File: src/shared/drs_pkg.sv
// constants and types shared by the display reset sequencer
package drs_pkg;

	// ==========================================================
	// timebase
	localparam int CLK_MHZ = 100;

	// ==========================================================
	// reset pin spike filter
	localparam int REJECT_US = 5;
	localparam int ACCEPT_US = 9;
	localparam int REJECT_CYC = REJECT_US * CLK_MHZ;
	localparam int ACCEPT_CYC = ACCEPT_US * CLK_MHZ;
	// trip point inside the indeterminate band
	localparam int TRIP_CYC = (REJECT_CYC + ACCEPT_CYC) / 2;
	// a release must stay high as long as a rejected spike may last
	localparam int RELEASE_CYC = REJECT_CYC;
	localparam int FILT_CNT_W = 16;

	// ==========================================================
	// reset cancel interval
	localparam int CANCEL_SLEEP_MS = 5;
	localparam int CANCEL_AWAKE_MS = 120;
	localparam int CANCEL_SLEEP_CYC = CANCEL_SLEEP_MS * 1000 * CLK_MHZ;
	localparam int CANCEL_AWAKE_CYC = CANCEL_AWAKE_MS * 1000 * CLK_MHZ;
	localparam int CANCEL_CNT_W = 24;

	// ==========================================================
	// non-volatile settings image
	localparam int NVM_WORDS = 4;
	localparam int NVM_ADDR_W = 2;
	localparam int ID_WORDS = 3;
	localparam int COMMON_VOLTAGE_SETTING_IDX = 3;
	localparam logic [7:0] SHADOW_RESET = 8'h00;

	// ==========================================================
	// sequencer states, gray from DRS_RUN to DRS_DEFAULT on the awake path
	typedef enum logic [2:0] {
		DRS_RUN = 3'b000,
		DRS_HELD = 3'b001,
		DRS_RELOAD = 3'b011,
		DRS_BLANK = 3'b010,
		DRS_DEFAULT = 3'b110
	} drs_state_t;

endpackage

File: src/shared/drs_rst_if.sv
// filtered reset events passed from the spike filter to the sequencer
`timescale 1ns/1ns
interface drs_rst_if;
	logic resetActive;
	logic assertPulse;
	logic releasePulse;
	modport filt (output resetActive, output assertPulse, output releasePulse);
	modport seq (input resetActive, input assertPulse, input releasePulse);
endinterface

File: src/verilog/drs_spike_filter.sv
// spike filter on the host reset pin
`timescale 1ns/1ns
module drs_spike_filter #(
	parameter int TRIP = drs_pkg::TRIP_CYC,
	parameter int RELEASE = drs_pkg::RELEASE_CYC
) (
	input wire logic clk,
	input wire logic resetn,
	input wire logic hwResetN,
	drs_rst_if.filt rif
);

	localparam int FW = drs_pkg::FILT_CNT_W;

	typedef struct packed {
		logic active;
		logic [drs_pkg::FILT_CNT_W-1:0] cnt;
		logic assertP;
		logic releaseP;
	} drs_filt_t;

	drs_filt_t st;
	drs_filt_t next_st;

	// ==========================================================
	// elaboration checks
	if (TRIP < drs_pkg::REJECT_CYC || TRIP > drs_pkg::ACCEPT_CYC)
		$error("trip point outside the filter band");
	if (RELEASE < 2 || RELEASE >= (1 << drs_pkg::FILT_CNT_W))
		$error("release count out of range");

	// ==========================================================
	// filter
	always_comb begin
		next_st = st;
		next_st.assertP = 1'b0;
		next_st.releaseP = 1'b0;
		if (!st.active) begin
			if (!hwResetN) begin
				next_st.cnt = st.cnt + 1'b1;
				// short lows never reach the trip count
				if (st.cnt == FW'(TRIP - 1)) begin // RQ1 RQ2
					next_st.active = 1'b1;
					next_st.assertP = 1'b1;
					next_st.cnt = '0;
				end
			end else begin
				next_st.cnt = '0;
			end
		end else begin
			// high glitches inside a held reset are filtered too
			if (hwResetN) begin // RQ3
				next_st.cnt = st.cnt + 1'b1;
				if (st.cnt == FW'(RELEASE - 1)) begin
					next_st.active = 1'b0;
					next_st.releaseP = 1'b1;
					next_st.cnt = '0;
				end
			end else begin
				next_st.cnt = '0;
			end
		end
	end

	always_ff @(posedge clk or negedge resetn) begin
		if (!resetn) begin
			st <= '0;
		end else begin
			st <= next_st;
		end
	end

	assign rif.resetActive = st.active;
	assign rif.assertPulse = st.assertP;
	assign rif.releasePulse = st.releaseP;

	// ==========================================================
	// checks
	logic [drs_pkg::FILT_CNT_W-1:0] lowRun;
	always_ff @(posedge clk or negedge resetn) begin
		if (!resetn) begin
			lowRun <= '0;
		end else if (hwResetN) begin
			lowRun <= '0;
		end else if (lowRun != '1) begin
			lowRun <= lowRun + 1'b1;
		end
	end
endmodule

File: src/verilog/drs_reset_sequencer.sv
// hardware reset sequencer of the display controller
//
// Function
// RQ1 - Reset pin lows under 5 us are ignored, lows over 9 us always reset.
// RQ2 - Lows between 5 us and 9 us may or may not reset the device.
// RQ3 - High glitches inside a held reset are filtered, not a release.
// RQ4 - Each release reloads id bytes and common voltage from storage.
// RQ5 - Display is blank in reset, with up to 120 ms blanking if awake.
// RQ6 - After blanking all state returns to its hardware reset defaults.
// RQ7 - Reset cancel ends within 5 ms from sleep and within 120 ms from awake.
// RQ8 - The host sends no command until 5 ms after releasing reset.
// RQ9 - The host sends no wake command until 120 ms after releasing reset.
// RQ10 - Command bytes arriving while the reset sequence runs are discarded.
`timescale 1ns/1ns
module drs_reset_sequencer #(
	parameter int CANCEL_SLEEP = drs_pkg::CANCEL_SLEEP_CYC,
	parameter int CANCEL_AWAKE = drs_pkg::CANCEL_AWAKE_CYC,
	parameter int TRIP = drs_pkg::TRIP_CYC,
	parameter int RELEASE = drs_pkg::RELEASE_CYC
) (
	input wire logic clk,
	input wire logic resetn,
	input wire logic hwResetN,
	input wire logic awake,
	output logic nvmRead,
	output logic [drs_pkg::NVM_ADDR_W-1:0] nvmAddr,
	input wire logic [7:0] nvmData,
	output logic [8*drs_pkg::ID_WORDS-1:0] idBytes,
	output logic [7:0] commonVoltageSetting,
	output logic displayBlank,
	output logic resetBusy,
	output logic defaultsLoad,
	input wire logic cmdValid,
	input wire logic [7:0] cmdByte,
	output logic cmdOutValid,
	output logic [7:0] cmdOutByte,
	output logic cmdDropped
);

	localparam int CW = drs_pkg::CANCEL_CNT_W;
	localparam int AW = drs_pkg::NVM_ADDR_W;

	typedef struct packed {
		drs_pkg::drs_state_t state;
		logic wasAwake;
		logic [CW-1:0] cnt;
		logic [AW-1:0] idx;
		logic reading;
		logic [drs_pkg::NVM_WORDS-1:0][7:0] shadow;
		logic blank;
		logic dflt;
		logic outValid;
		logic [7:0] outByte;
		logic dropped;
		logic rd;
		logic busy;
	} drs_seq_t;

	drs_seq_t st;
	drs_seq_t next_st;

	// ==========================================================
	// elaboration checks
	if (CANCEL_AWAKE >= (1 << CW) || CANCEL_AWAKE <= CANCEL_SLEEP)
		$error("cancel counts out of range");
	if (CANCEL_SLEEP <= 4 * drs_pkg::NVM_WORDS)
		$error("sleep cancel too short for the reload");
	if (drs_pkg::NVM_WORDS != (1 << AW) || drs_pkg::COMMON_VOLTAGE_SETTING_IDX < drs_pkg::ID_WORDS)
		$error("settings image layout inconsistent");

	// ==========================================================
	// filtered reset pin
	drs_rst_if rif ();

	drs_spike_filter #(
		.TRIP(TRIP),
		.RELEASE(RELEASE)
	) u_filter (
		.clk(clk),
		.resetn(resetn),
		.hwResetN(hwResetN),
		.rif(rif)
	);

	function automatic logic seqBusy(input drs_pkg::drs_state_t s);
		seqBusy = (s != drs_pkg::DRS_RUN);
	endfunction

	// ==========================================================
	// sequencer
	always_comb begin
		next_st = st;
		next_st.dflt = 1'b0;
		next_st.outValid = 1'b0;
		next_st.dropped = 1'b0;
		if (st.cnt != '1) begin
			next_st.cnt = st.cnt + 1'b1;
		end
		unique case (st.state)
			drs_pkg::DRS_RUN: begin
				if (rif.assertPulse) begin
					next_st.state = drs_pkg::DRS_HELD;
					next_st.wasAwake = awake;
				end
			end
			drs_pkg::DRS_HELD: begin
				if (rif.releasePulse) begin
					next_st.state = drs_pkg::DRS_RELOAD; // RQ4
					next_st.cnt = '0;
					next_st.idx = '0;
					next_st.reading = 1'b0;
				end
			end
			drs_pkg::DRS_RELOAD: begin
				// read one word, capture it the cycle after
				next_st.reading = !st.reading;
				if (st.reading) begin
					next_st.shadow[st.idx] = nvmData; // RQ4
					next_st.idx = st.idx + 1'b1;
					if (st.idx == AW'(drs_pkg::NVM_WORDS - 1)) begin
						next_st.state = st.wasAwake ? drs_pkg::DRS_BLANK
							: drs_pkg::DRS_DEFAULT;
					end
				end
			end
			drs_pkg::DRS_BLANK: begin
				// blanking ends one cycle ahead so defaults land in time
				if (st.cnt >= CW'(CANCEL_AWAKE - 2)) begin // RQ5 RQ7
					next_st.state = drs_pkg::DRS_DEFAULT;
				end
			end
			drs_pkg::DRS_DEFAULT: begin
				next_st.state = drs_pkg::DRS_RUN; // RQ6
				next_st.dflt = 1'b1;
				next_st.wasAwake = 1'b0;
			end
			default: begin
				next_st.state = drs_pkg::DRS_HELD;
			end
		endcase
		// a new reset aborts any stage of the sequence
		if (rif.assertPulse && seqBusy(st.state)) begin
			next_st.state = drs_pkg::DRS_HELD;
			// a sequence cut short must not announce defaults
			next_st.dflt = 1'b0;
		end
		// registered so the pins come straight from flops
		next_st.rd = (next_st.state == drs_pkg::DRS_RELOAD)
			&& !next_st.reading;
		next_st.busy = seqBusy(next_st.state);
		// outside the sequence the display is blanked only while awake is low
		next_st.blank = seqBusy(next_st.state) || !awake; // RQ5
		// commands only reach the core once the sequence is done
		if (cmdValid) begin
			if (seqBusy(st.state) || rif.assertPulse) begin
				next_st.dropped = 1'b1; // RQ10
			end else begin
				next_st.outValid = 1'b1;
				next_st.outByte = cmdByte;
			end
		end
	end

	always_ff @(posedge clk or negedge resetn) begin
		if (!resetn) begin
			st <= '{
				state: drs_pkg::DRS_RUN,
				wasAwake: 1'b0,
				cnt: '0,
				idx: '0,
				reading: 1'b0,
				shadow: {drs_pkg::NVM_WORDS{drs_pkg::SHADOW_RESET}},
				blank: 1'b1,
				dflt: 1'b0,
				outValid: 1'b0,
				outByte: 8'h00,
				dropped: 1'b0,
				rd: 1'b0,
				busy: 1'b0
			};
		end else begin
			st <= next_st;
		end
	end

	// ==========================================================
	// outputs, all straight from the state register
	assign nvmRead = st.rd;
	assign nvmAddr = st.idx;
	assign idBytes = st.shadow[drs_pkg::ID_WORDS-1:0];
	assign commonVoltageSetting = st.shadow[drs_pkg::COMMON_VOLTAGE_SETTING_IDX];
	assign displayBlank = st.blank;
	assign resetBusy = st.busy;
	assign defaultsLoad = st.dflt;
	assign cmdOutValid = st.outValid;
	assign cmdOutByte = st.outByte;
	assign cmdDropped = st.dropped;
endmodule

File: config.mk
export PLATFORM = sky130hd
export DESIGN_NAME = drs_reset_sequencer
export DESIGN_NICKNAME = d
export VERILOG_FILES = /design/src/shared/drs_pkg.sv /design/src/shared/drs_rst_if.sv /design/src/verilog/drs_spike_filter.sv /design/src/verilog/drs_reset_sequencer.sv
export SDC_FILE = /design/constraint.sdc
export NUM_CORES = 1
export LEC_CHECK = 0
export BUFFER_PORTS_ARGS = -buffer_cell sky130_fd_sc_hd__buf_2
export CAP_MARGIN = 25
export CORE_MARGIN = 5
export CORE_UTILIZATION = 46
export CTS_BUF_LIST = sky130_fd_sc_hd__clkbuf_8 sky130_fd_sc_hd__clkbuf_16
export DETAILED_ROUTE_END_ITERATION = 12
export PLACE_DENSITY = 0.66
export SETUP_SLACK_MARGIN = 0.1
export SYNTH_ARGS = -nofsm -noshare
export SYNTH_HDL_FRONTEND = slang
export SYNTH_SLANG_ARGS = --single-unit
File: constraint.sdc
create_clock -name clk -period 2.5 [get_ports clk]
set_input_delay 0.5 -clock clk [delete_from_list [all_inputs] [get_ports clk]]
set_output_delay 0.5 -clock clk [all_outputs]
set_load 0.05 [all_outputs]
; Yosys cells after proc, flatten, opt, wreduce, memory -nomap -nowiden
; Cells that the tools add are included.
[word_totals]
wordCells = 90
register_bits = 96
out_inout_bits = 48
inputBits = 21
[op_classes]
reduce_logical = 17
addsub = 3
n_eq_ne = 12
n_lt_le_gt_ge = 3
mux = 34
n_bitwise = 1
[op_table]
columns = cell, n
row1 = 2-to-1 mux 24 bit, 2
row2 = 2-to-1 mux 17 bit, 2
row3 = bitwise mux 32 bit, 1
row4 = 2-to-1 mux 16 bit, 2
row5 = 2-to-1 mux 27 bit, 1
row6 = "adder 24 x 1 -> 24 bit, second input constant", 1
row7 = ">= comparator 24 bit, second input constant", 1
row8 = "!= test 24 bit, second input constant", 1
row9 = 2-to-1 mux 18 bit, 1
row10 = 2-to-1 mux 3 bit, 6
row11 = "adder 16 x 1 -> 16 bit, second input constant", 1
row12 = demux 8 bit (select 2 bit), 1
row13 = "== test 16 x 10 -> 1 bit, second input constant", 1
row14 = "== test 16 x 9 -> 1 bit, second input constant", 1
row15 = one-hot mux 3 bit (5 select lines), 1
row16 = 2-to-1 mux 1 bit, 10
row17 = 2-to-1 mux 10 bit, 1
row18 = "== test 3 x 2 -> 1 bit, second input constant", 3
row19 = 2-to-1 mux 9 bit, 1
row20 = 2-to-1 mux 8 bit, 1
row21 = one-hot mux 3 bit (2 select lines), 1
row22 = AND reduction 2 bit, 3
row23 = nonzero test 3 bit, 2
row24 = 2-to-1 mux 4 bit, 1
row25 = other kinds (17), 24

; Depth between registers and ports, before layout
[logic_depth]
depth_word = 7
ltp_mapped = 8
depth_no_buf = 6

; Cells and area by module
; From an unflattened synthesis, not the netlist that was laid out.
[hier_totals]
hier_cells = 447
area_unflattened_um2 = 4818.4
[by_module_without_submodules]
columns = mod, area_each_um2, n_inst, cells_per_inst, seq_area_each_um2
row1 = drs_reset_sequencer, 3851.2, 1, 351, 1928.1
row2 = drs_spike_filter, 967.2, 1, 96, 475.5

; Worst setup path before layout
; Ideal clock, no wire load.
[synth_path]
path_kind = flip-flop to flip-flop
start = register u_filter.st[2] (netlist name)
end = register u_filter.st[11] (netlist name)
setup_slack_ps = 565
n_path_buf = 1
period_less_slack_ps = 1935
arrival_ps = 1816
stages_incl_launch_ff = 8
required_ps = 2381
setup_time_ps = 119
cell_sequence = dfrtp_1 ha_1 nand3_1 nand3b_1 or4_1 a2bb2oi_2 buf_4 nor2_1
[synth_lines]
columns = element, line_no
row1 = "start, declared", drs_spike_filter.sv:22  ; drs_filt_t st;
row2 = "start signal, assigned", drs_spike_filter.sv:69  ; st <= next_st;

==> impl_metrics.json <==
{
  "rows": 37,
  "syn_area_per_cell_um2": 10.95,
  "cts.sinks": 96,
  "cts-root-buf": "clkbuf_8",
  "worst-path-buf-inv": 0,
  "initial_utilization_pct": 46.66,
  "overflow": 0,
  "synth-edff-count": 0,
  "power_leakage_nw": 2.324,
  "cts_hold_buf": 0,
  "synth_seq_cells": 96,
  "worstSkewPairLatency_ns": 0.36,
  "startpoint_type": "register",
  "rsz0062_at_grt": "no",
  "num_antenna_cells": 0,
  "die_h_um": 111.6,
  "viasPerCell": 5.190,
  "period_minus_slack_ns": 2.151,
  "grt_max_degree": 38,
  "ys_types": 50,
  "clk_transition_reported_paths_ns": 0.10,
  "grt_pass1_wl_mm": 14.75,
  "antenna_found_initial": 0,
  "h-tree-depth": 3,
  "die_x_um": 111.6,
  "worst_pin_slew_ns": 0.7763,
  "synth_seq_area_share_pct": 50.58,
  "grtUsageTotal_pct": 14.31,
  "reg2reg_depth": 6,
  "drv_slew": 0,
  "syn-num-nets": 462,
  "cap_violations": 0,
  "area_delta_synth_final_pct": 8.241,
  "nets": 492,
  "drt-initial-drc-count": 137,
  "clockBufferDepth": 2,
  "fin_skew_ns": 0.009921,
  "dieArea_mm2": 0.01246,
  "ys_warn_count": 0,
  "synth_ff_type": "dfrtp_1",
  "final_util_pct": 50.50,
  "avgRoutedWirePerCell_um": 14.15,
  "holdWs_ns": 0.09564,
  "slowest_delay_ns": 0.49,
  "fmax_ghz": 0.4649,
  "dp_hpwl_mm": 6.248,
  "min_path_type": "in2async",
  "drive_gt1_share_pct": 31.34,
  "synth_area_mm2": 0.004752,
  "worst-path-max-fanout": 16,
  "pre_cts_ws_ns": 0.3496,
  "status": "completed",
  "totalWireLength_mm": 8.561,
  "setup_viol": 0,
  "nFillCells": 904,
  "cts_tree": "done",
  "slowest_stage": "a2111oi_2",
  "dr.pass1.iters": 4,
  "finalWorstSetupSlack_ns": 0.3488,
  "via_count": 3140,
  "coreArea_mm2": 0.01018,
  "cts.repair.resized": 0,
  "post-route-period-util_pct": 86.05,
  "cpLargestDelayFamily": "simple AND/OR/NAND/NOR gates",
  "power_density_mw_per_mm2": 581.7,
  "tns_ns": 0,
  "slew_headroom_pct": 48.25,
  "grt_pass1_vias": 3001,
  "gp_congestion": 0.8044,
  "path_cells": "ha_1 -> and3_1 -> and4_1 -> a2111oi_2 -> xnor2_1 -> nor2_1",
  "crit_cells": 6,
  "async_flop_share_pct": 100.0,
  "postRouteAntennaNets": 0,
  "ir_worst_vdd_mv": 0.3134,
  "path_class": "reg2reg",
  "crit_path_end_kind": "register",
  "io_pins": 69,
  "critPathArrivalTime_ns": 2.39,
  "postCtsSetupBuffers": 0,
  "drc": 0,
  "cts_made_buffers": 9,
  "io_buffers": 68,
  "hold_viol": 0,
  "worstPathRequired_ns": 2.74,
  "synthCells": 434
}
-- synthesized netlist by cell type (2+ instances only) --
master     number  area [µm²]
dfrtp_1        95        2377
nor2_1         47       176.4
buf_4          44       330.3
mux2_2         40       450.4
nand2_1        26       97.59
xnor2_1        24       210.2
nand3_1        18       90.09
a21oi_1        12       60.06
nand4_1        11       68.82
a211oi_1       10       75.07
nor3_1         10       50.05
o21ai_0        10       50.05
xor2_1          9       78.83
inv_1           8       30.03
nor4_1          8       50.05
clkbuf_1        7       26.28
ha_1            7       87.58
and3_1          3       18.77
nor2b_1         3       18.77
or3_1           3       18.77
a2111oi_4       2       55.05
a22o_1          2       17.52
and3_2          2       15.01
and4_1          2       17.52
buf_2           2       10.01
buf_6           2       22.52
clkbuf_2        2       10.01
nor2_2          2       12.51
or4_1           2       15.01
-- worst paths after layout --
kind	startpoint	end	slack, ns
max	st[49]$_DFF_PN0_	st[56]$_DFF_PN0_	0.35
min in group clk	awake	displayBlank$_DFF_PN1_	0.30
max in group asynchronous	resetn	idBytes[21]$_DFFE_PN0P_	1.68
max reg2reg	st[49]$_DFF_PN0_	st[56]$_DFF_PN0_	0.35
min	resetn	st[50]$_DFF_PN0_	0.1
min reg2reg	u_filter.st[2]$_DFF_PN0_	u_filter.st[2]$_DFF_PN0_	0.49
-- routing by layer --
metal / up-vias / global-route usage [%] / part of all wire, %
met5: - / 0 / 0
met4: 0 / 3.974 / 0.82
met3: 9 / 4.022 / 4.5
met2: 57 / 23.22 / 47
met1: 1552 / 18.85 / 48
li1: 1522 / - / -
-- placed cells by master (no fill, tap or decap), types with 2 or more instances in the layout --
| cell type | instances |
|---|---|
| and3_1 | 3 |
| inv_6 | 2 |
| inv_1 | 9 |
| ha_1 | 7 |
| nor4_1 | 8 |
| nor2b_1 | 3 |
| nor2_2 | 2 |
| a2111oi_4 | 2 |
| and4_1 | 2 |
| nor2_1 | 47 |
| or4_1 | 2 |
| xor2_1 | 9 |
| buf_2 | 67 |
| xnor2_1 | 24 |
| nand4_1 | 11 |
| nor3_1 | 10 |
| or3_1 | 3 |
| a22o_1 | 2 |
| buf_4 | 9 |
| mux2_2 | 40 |
| and3_2 | 2 |
| nand3_1 | 18 |
| clkbuf_8 | 10 |
| dfrtp_1 | 95 |
| a21oi_1 | 12 |
| a211oi_1 | 10 |
| o21ai_0 | 10 |
| nand2_1 | 26 |
-- power breakdown --
group / switching, W / internal, W
Clock: 0.000551 / 0.000496
Sequential: 0.0000260 / 0.00160
Combinational: 0.000234 / 0.0000852
Total: 0.000811 / 0.00218
-- cell families (layout without fill, tap and decap cells) --
| group | Yosys count | after routing | synth area share [%] |
|---|---|---|---|
| adder cells (fa/ha/maj) | 7 | 7 | 1.843 |
| AND/OR/NAND/NOR | 149 | 149 | 15.96 |
| multiplexers | 40 | 40 | 9.479 |
| AO/OA/AOI/OAI | 43 | 43 | 6.872 |
| buffers and inverters | 66 | 101 | 9.189 |
| XOR/XNOR | 33 | 33 | 6.082 |
| flip-flops | 96 | 96 | 50.58 |
-- worst reg2reg max path: stages, from the launching register on --
cell and delay (ns):
dfrtp_1 0.44, ha_1 0.26, and3_1 0.17, and4_1 0.45
a2111oi_2 0.49, xnor2_1 0.16, nor2_1 0.06
-- metrics by stage --
| stage | cell area [µm²] | cells | power (W) |
|---|---|---|---|
| final | 5144 | 605 | 0.002992 |
| after global routing | 5144 | 605 | 0.003119 |
| after CTS | 5144 | 605 | 0.003032 |
| after detailed placement | 4938 | 589 | 0.001984 |
| after global placement | 4938 | 589 | 0.001977 |
| after floorplan | 4752 | 434 | 0.001924 |
-- final cells by class --
cell class                      count  area, µm²  share of cell area (%)
Sequential cell                    96       2404                   46.73
Tap cell                          136      170.2                   3.308
Inverter                            8      30.03                  0.5838
Clock buffer                       10      137.6                   2.676
Multi-Input combinational cell    272       1912                   37.17
Clock inverter                      6      67.56                   1.314
Timing Repair Buffer               77      422.9                   8.222
-- sequential cells by signal, summed over array words and instances, names as in the netlist --
| name | cells |
|---|---|
| displayBlank | 1 |
| nvmAddr | 2 |
| cmdOutValid | 1 |
| defaultsLoad | 1 |
| u_filter.rif.assertPulse | 1 |
| u_filter.rif.resetActive | 1 |
| u_filter.rif.releasePulse | 1 |
| nvmRead | 1 |
| u_filter.st | 16 |
| cmdDropped | 1 |
| commonVoltageSetting | 8 |
| idBytes | 24 |
| resetBusy | 1 |
| st | 29 |
| cmdOutByte | 8 |
(Power assumes the default switching activity.)
